**src/btc_defs.svh**
```systemverilog
`ifndef BTC_DEFS_SVH
`define BTC_DEFS_SVH

// =====================================================================
// operand field widths
`define BTC_REG_W 7
`define BTC_BIT_W 3
`define BTC_ADR_W 8
`define BTC_PC_W 11
`define BTC_DATA_W 8

// =====================================================================
// program counter split: high page bits sit above the low byte
`define BTC_PC_LO_MSB 7
`define BTC_PC_HI_W 3
`define BTC_PC_HI_MSB 2

// =====================================================================
// reset and increment values
`define BTC_SP_RST 0
`define BTC_PC_INC 11'h001
`define BTC_ZERO_BYTE 8'h00

`endif

```
**src/btc_pkg.sv**
```systemverilog
// =====================================================================
// shared types of the bit test / call execution block
package btc_pkg;

    // decoded instruction class handed over by the core decoder
    typedef enum logic [2:0] {
        BTC_OP_OTHER = 3'h0,
        BTC_OP_SKIP_CLR = 3'h1,
        BTC_OP_SKIP_SET = 3'h2,
        BTC_OP_CALL = 3'h3,
        BTC_OP_ICALL = 3'h4
    } btc_op_t;

    // execution state, gray coded along idle -> extra cycle -> idle
    typedef enum logic [1:0] {
        BTC_ST_IDLE = 2'h0,
        BTC_ST_SKIP = 2'h1,
        BTC_ST_CALL = 2'h2
    } btc_state_t;

endpackage : btc_pkg

```
**src/btc_exec.sv**
```systemverilog
`timescale 1ns/1ps
`default_nettype none
`include "btc_defs.svh"

// Function
// - skip-if-clear test skips next instruction only when selected bit is zero
// - skip-if-set test skips next instruction only when selected bit is one
// - a skip discards the prefetched instruction, runs a nop, two cycles
// - both calls push program counter plus one and take two cycles
// - immediate call: low byte from address field, high three from page buffer
// - indirect call: high three from table high pointer, low byte from accumulator
// - return address goes to entry at stack pointer, pointer then increments
// - register operand up to 127, bit select 0..7, 8-bit call address
module btc_exec #(
    parameter int STACK_DEPTH = 8,
    parameter int SP_W = $clog2(STACK_DEPTH)
) (
    input wire logic clock,
    input wire logic nrst,
    input wire logic instr_valid,
    input wire btc_pkg::btc_op_t instr_op,
    input wire logic [`BTC_REG_W-1:0] reg_operand,
    input wire logic [`BTC_BIT_W-1:0] bit_sel,
    input wire logic [`BTC_ADR_W-1:0] call_addr,
    input wire logic [`BTC_DATA_W-1:0] reg_rdata,
    input wire logic [`BTC_PC_W-1:0] pc,
    input wire logic [`BTC_DATA_W-1:0] call_page_buffer,
    input wire logic [`BTC_DATA_W-1:0] table_high_pointer,
    input wire logic [`BTC_DATA_W-1:0] accumulator,
    output logic instr_ready,
    output logic [`BTC_REG_W-1:0] reg_raddr,
    output logic discard_r,
    output logic pc_load_r,
    output logic [`BTC_PC_W-1:0] pc_target_r,
    output logic [SP_W-1:0] stack_ptr_r,
    output logic [`BTC_PC_W-1:0] stack_top,
    output logic status_we
);

    // =================================================================
    // decode
    btc_pkg::btc_state_t state_r;
    logic accept;
    logic is_call;
    logic is_skip_op;
    logic bit_val;
    logic skip_take;
    logic [`BTC_PC_W-1:0] ret_addr;
    logic [`BTC_PC_W-1:0] target_nxt;

    // join a page value and a low byte into a program counter
    function automatic logic [`BTC_PC_W-1:0] btc_join(
        input logic [`BTC_DATA_W-1:0] page,
        input logic [`BTC_DATA_W-1:0] low
    );
        btc_join = {page[`BTC_PC_HI_MSB:0], low};
    endfunction : btc_join

    // a new instruction only enters while no extra cycle is running
    assign instr_ready = (state_r == btc_pkg::BTC_ST_IDLE);
    assign accept = instr_valid && instr_ready;
    assign reg_raddr = reg_operand;
    assign bit_val = reg_rdata[bit_sel];
    assign is_call = (instr_op == btc_pkg::BTC_OP_CALL) || (instr_op == btc_pkg::BTC_OP_ICALL);
    assign is_skip_op = (instr_op == btc_pkg::BTC_OP_SKIP_CLR) || (instr_op == btc_pkg::BTC_OP_SKIP_SET);
    assign skip_take = ((instr_op == btc_pkg::BTC_OP_SKIP_CLR) && !bit_val)
        || ((instr_op == btc_pkg::BTC_OP_SKIP_SET) && bit_val);
    // return address is the following instruction
    assign ret_addr = pc + `BTC_PC_INC;
    assign status_we = 1'b0;

    always_comb
    begin
        if (instr_op == btc_pkg::BTC_OP_ICALL)
        begin
            target_nxt = btc_join(table_high_pointer, accumulator);
        end
        else
        begin
            target_nxt = btc_join(call_page_buffer, call_addr);
        end
    end

    // =================================================================
    // sequencing: one extra cycle for a taken skip or a call
    // two-cycle skip
    always_ff @(posedge clock or negedge nrst)
    begin
        if (!nrst)
        begin
            state_r <= btc_pkg::BTC_ST_IDLE;
        end
        else
        begin
            unique case (state_r)
                btc_pkg::BTC_ST_IDLE:
                begin
                    if (accept && is_call)
                    begin
                        state_r <= btc_pkg::BTC_ST_CALL;
                    end
                    else if (accept && skip_take)
                    begin
                        state_r <= btc_pkg::BTC_ST_SKIP;
                    end
                end
                btc_pkg::BTC_ST_SKIP:
                begin
                    state_r <= btc_pkg::BTC_ST_IDLE;
                end
                btc_pkg::BTC_ST_CALL:
                begin
                    state_r <= btc_pkg::BTC_ST_IDLE;
                end
                default:
                begin
                    state_r <= btc_pkg::BTC_ST_IDLE;
                end
            endcase
        end
    end

    // prefetched word is killed in the extra cycle, both for skip and call
    // discard and nop
    always_ff @(posedge clock or negedge nrst)
    begin
        if (!nrst)
        begin
            discard_r <= 1'b0;
        end
        else
        begin
            discard_r <= accept && (is_call || skip_take);
        end
    end

    // program counter load in the second call cycle
    // target registered at accept
    always_ff @(posedge clock or negedge nrst)
    begin
        if (!nrst)
        begin
            pc_load_r <= 1'b0;
            pc_target_r <= '0;
        end
        else
        begin
            pc_load_r <= accept && is_call;
            if (accept && is_call)
            begin
                pc_target_r <= target_nxt;
            end
        end
    end

    // stack pointer; overflow wraps, nothing guards it
    // post-increment after push
    always_ff @(posedge clock or negedge nrst)
    begin
        if (!nrst)
        begin
            stack_ptr_r <= SP_W'(`BTC_SP_RST);
        end
        else if (accept && is_call)
        begin
            stack_ptr_r <= stack_ptr_r + SP_W'(1);
        end
    end

    // =================================================================
    // return address storage
    // write at current pointer
    btc_stack_mem #(
        .DEPTH(STACK_DEPTH),
        .AW(SP_W)
    ) u_stack (
        .clock(clock),
        .wr_en(accept && is_call),
        .wr_addr(stack_ptr_r),
        .wr_data(ret_addr),
        .rd_addr(stack_ptr_r - SP_W'(1)),
        .rd_data(stack_top)
    );
endmodule : btc_exec
`default_nettype wire

```
**src/btc_stack_mem.sv**
```systemverilog
`timescale 1ns/1ps
`default_nettype none
`include "btc_defs.svh"

// =====================================================================
// return address stack storage, registered read port
module btc_stack_mem #(
    parameter int DEPTH = 8,
    parameter int AW = $clog2(DEPTH)
) (
    input wire logic clock,
    input wire logic wr_en,
    input wire logic [AW-1:0] wr_addr,
    input wire logic [`BTC_PC_W-1:0] wr_data,
    input wire logic [AW-1:0] rd_addr,
    output logic [`BTC_PC_W-1:0] rd_data
);

    logic [`BTC_PC_W-1:0] mem [DEPTH];

    // write port, no reset so it maps onto plain storage
    always_ff @(posedge clock)
    begin
        if (wr_en)
        begin
            mem[wr_addr] <= wr_data;
        end
    end

    // read data from a register, one cycle after the address
    always_ff @(posedge clock)
    begin
        rd_data <= mem[rd_addr];
    end

endmodule : btc_stack_mem
`default_nettype wire

```
**config.mk**
```make
export PLATFORM = sky130hd
export DESIGN_NAME = btc_exec
export DESIGN_NICKNAME = d
export VERILOG_FILES = /design/src/btc_pkg.sv /design/src/btc_exec.sv /design/src/btc_stack_mem.sv
export VERILOG_INCLUDE_DIRS = /design/src /design/src/src
export SDC_FILE = /design/constraint.sdc
export NUM_CORES = 1
export LEC_CHECK = 0
export ABC_AREA = 1
export BUFFER_PORTS_ARGS = -buffer_cell sky130_fd_sc_hd__buf_2
export CELL_PAD_IN_SITES_DETAIL_PLACEMENT = 0
export CELL_PAD_IN_SITES_GLOBAL_PLACEMENT = 1
export CORE_MARGIN = 2
export CORE_UTILIZATION = 38
export DETAILED_ROUTE_END_ITERATION = 8
export MAX_ROUTING_LAYER = met4
export PLACE_DENSITY = 0.85
export SKIP_CTS_REPAIR_TIMING = 1
export SYNTH_ARGS = -nofsm -noshare
export SYNTH_HDL_FRONTEND = slang
export SYNTH_HIERARCHICAL = 1
export SYNTH_SLANG_ARGS = --single-unit
```
**constraint.sdc**
```tcl
create_clock -name clock -period 2.14 [get_ports clock]
set_clock_uncertainty 0.15 [all_clocks]
set_input_delay 0.642 -clock clock [delete_from_list [all_inputs] [get_ports clock]]
set_output_delay 0.642 -clock clock [all_outputs]
set_load 0.02 [all_outputs]
```
==> flow_summary.toml <==
[yosys]
synthMuxAreaShare = 0
synth_cell_types = 27
ys_warn_count = 6
synth_edf_count = 88
seq_area_frac_synth = 0.612
synth_async_sr_flop_share = 0.154
synth_xor_xnor_area_share = 0.0178
synth_flop_cell = "edfxtp_1"
synth_seq_cells = 117
synthAdderAreaFrac = 0.00693
yosysMostFrequentCell = "nand2_1"
synth_top_area_frac = 0.488
yosysTopAreaCell = "edfxtp_1"
synth_common_cells = "nand2_1, inv_1, edfxtp_1"
synth_top_family_by_area = "simple AND/OR/NAND/NOR gates"
synth_compound_area_frac = 0.0229
synthCells = 569
synthTopCellsByArea = "edfxtp_1, nand2_1, dfrtp_1, inv_1, nand3_1"
avgSynthCellArea_um2 = 9.52
synth-simple-area-share = 0.217
synth_fp_nets = 639
syn_area_um2 = 5420

[route]
wl_met2_um = 5960
ant_nets = 0
met1Wirelength_um = 4810
dr.first_iter.drc_count = 285
wl_per_cell_um = 13.7
wl_met3_um = 930
drt-pass1-iter-count = 7
routed.top_layer = "met4"
via_count = 4053
drcViolationCount = 0
viasPerCell = 4.71
wl_um = 11800

[sta]
worst_slack_ns = 0.242
finalSetupViolCount = 0
whs_ns = 0.00705
rsz0062_at_grt = "no"
relSlewSlack = 0.537
finalCritPeriodShare = 0.887
slew_viol_final = 0
max_freq_mhz = 527
fin_crit_ns = 1.90
hold_viol_final = 0
tightest_slew_ns = 0.690
fin_tns_setup_ns = 0

[cells_and_area]
synthToLayoutAreaGrowth_pct = 26.5
instances_no_fill = 860
drive_gt1_frac = 0.238
nFillCells = 1210
diodes = 0
design_area_um2 = 6850
num-nets-final = 737

[setup_path]
cp_data_arrival_time_ns = 1.11
r2r-end = "u_stack/rd_data[7]"
r2r_slack_ns = 0.27
critPathBufInv = 1
critical-path-max-stage-delay_ns = 0.48
r2r_cells = 8
worstSetupStartpointType = "register"
timing.rr.start = "stack_ptr_r[0]"
path_class = "reg -> out"
crit_family = "flip-flops"
crit_chain = "buf_2"
path_depth = 1
worstPathMaxFanout = 6
worstSetupEndpointType = "primary output"
slowest_stage = "dfrtp_1"
worst-endpoint-required_ns = 1.35

[clock_network]
clk_latency_ns = 0.40
cts_buffer_depth = 2
cts_tree = "built"
cts_root_buf = "clkbuf_16"
htree_num_levels = 4
clock-sinks = 117
cts_made_buffers = 17
clk_pin_slew_ns = 0.05

[floorplan]
io_pins = 103
die_w_um = 123
start_util = 0.390
coreArea_um2 = 13900
fp-row-count = 43
fp.dieArea_um2 = 15200
chipHeight_um = 123

[grt]
antenna_found_initial = 0
grt_pass1_wl_um = 19200
gr-usage-all-layers = 0.172
grt_overflow = 0
grt_max_degree = 47
grt_pass1_vias = 4147

[placed_design]
place_inst = 828
gp_congestion = 0.836
dpl_cell_area_um2 = 6230
place_ws_ns = -0.0757
io_buffers = 77
hpwl_um = 7580

[power_and_ir_drop]
p_per_area_nw_per_um2 = 1300
irDropWorstVdd_v = 0.000756
power.leakage_nw = 3.28

[outcome]
status = "complete, no violations"

[worst_hold_path]
hold_class = "in -> async"

[run]
cap_violations = 0
-- through the flow --
stage | util | power (mW)
final | 0.493 | 8.87
after floorplan | - | 5.10
after CTS | 0.493 | 8.91
after global placement | 0.449 | 5.89
after global routing | 0.493 | 9.40
after detailed placement | 0.449 | 5.96
-- worst max-delay path by stage --
stage              startpoint                 end  slack (ns)
3_3_place_gp            pc[0]   u_stack/mem[0][9]       -0.03
3_5_place_dp            pc[0]   u_stack/mem[2][9]       -0.08
6_report       stack_ptr_r[2]      stack_ptr_r[2]        0.24
5_1_grt        stack_ptr_r[0]  u_stack/rd_data[7]        0.13
2_1_floorplan     instr_op[0]   u_stack/mem[7][0]        0.04
4_1_cts        stack_ptr_r[2]      stack_ptr_r[2]        0.23
-- registers in the layout, indices dropped and copies added (netlist names) --
signal           count
u_stack/mem         88
pc_target_r         11
u_stack/rd_data     11
stack_ptr_r          3
state_r              2
discard_r            1
pc_load_r            1
-- cells by family (layout without fill, tap and decap cells) --
group           after synthesis  in the layout
simple gates                277            277
flops                       117            117
fa+ha+maj                     3              3
buf+inv                     148            259
other cells                   1              1
compound gates               12             12
xor+xnor                     11             11
-- cell type report --
| class | instances | area (um^2) | area share |
|---|---|---|---|
| clock buffers | 21 | 460 | 0.0672 |
| multi-input cells | 304 | 1510 | 0.221 |
| inverters | 119 | 452 | 0.0660 |
| flip-flops and latches | 117 | 3310 | 0.484 |
| clock inverters | 11 | 155 | 0.0227 |
| repair buffers | 108 | 731 | 0.107 |
| well taps | 180 | 225 | 0.0329 |
-- layer usage --
metal  global-route usage  vias up
met5                    -        -
met4               0.0547        0
met3               0.0544        9
met2                0.296      161
met1                0.190     1907
li1                     -     1976
-- power by group --
part / switching (mW) / internal, mW / total [mW]
logic: 2.11 / 0.978 / 3.08
clock network: 0.933 / 1.99 / 2.92
registers: 0.125 / 2.73 / 2.86
-- placed cells by master (no fill, tap or decap), drive strengths merged --
master / Yosys / final
clkinv: 0 / 6
xor2: 7 / 7
o21ai: 1 / 1
clkbuf: 5 / 21
inv: 119 / 119
edfxtp: 88 / 88
xnor2: 4 / 4
dfrtp: 18 / 18
a31oi: 11 / 11
buf: 24 / 108
dfxtp: 11 / 11
clkinvlp: 0 / 1
nor3: 2 / 2
bufinv: 0 / 4
conb: 1 / 1
ha: 3 / 3
nand2: 181 / 181
nand3: 57 / 57
nor2: 23 / 23
nand4: 13 / 13
nor3b: 1 / 1
Power figures use the tool's default switching activity.
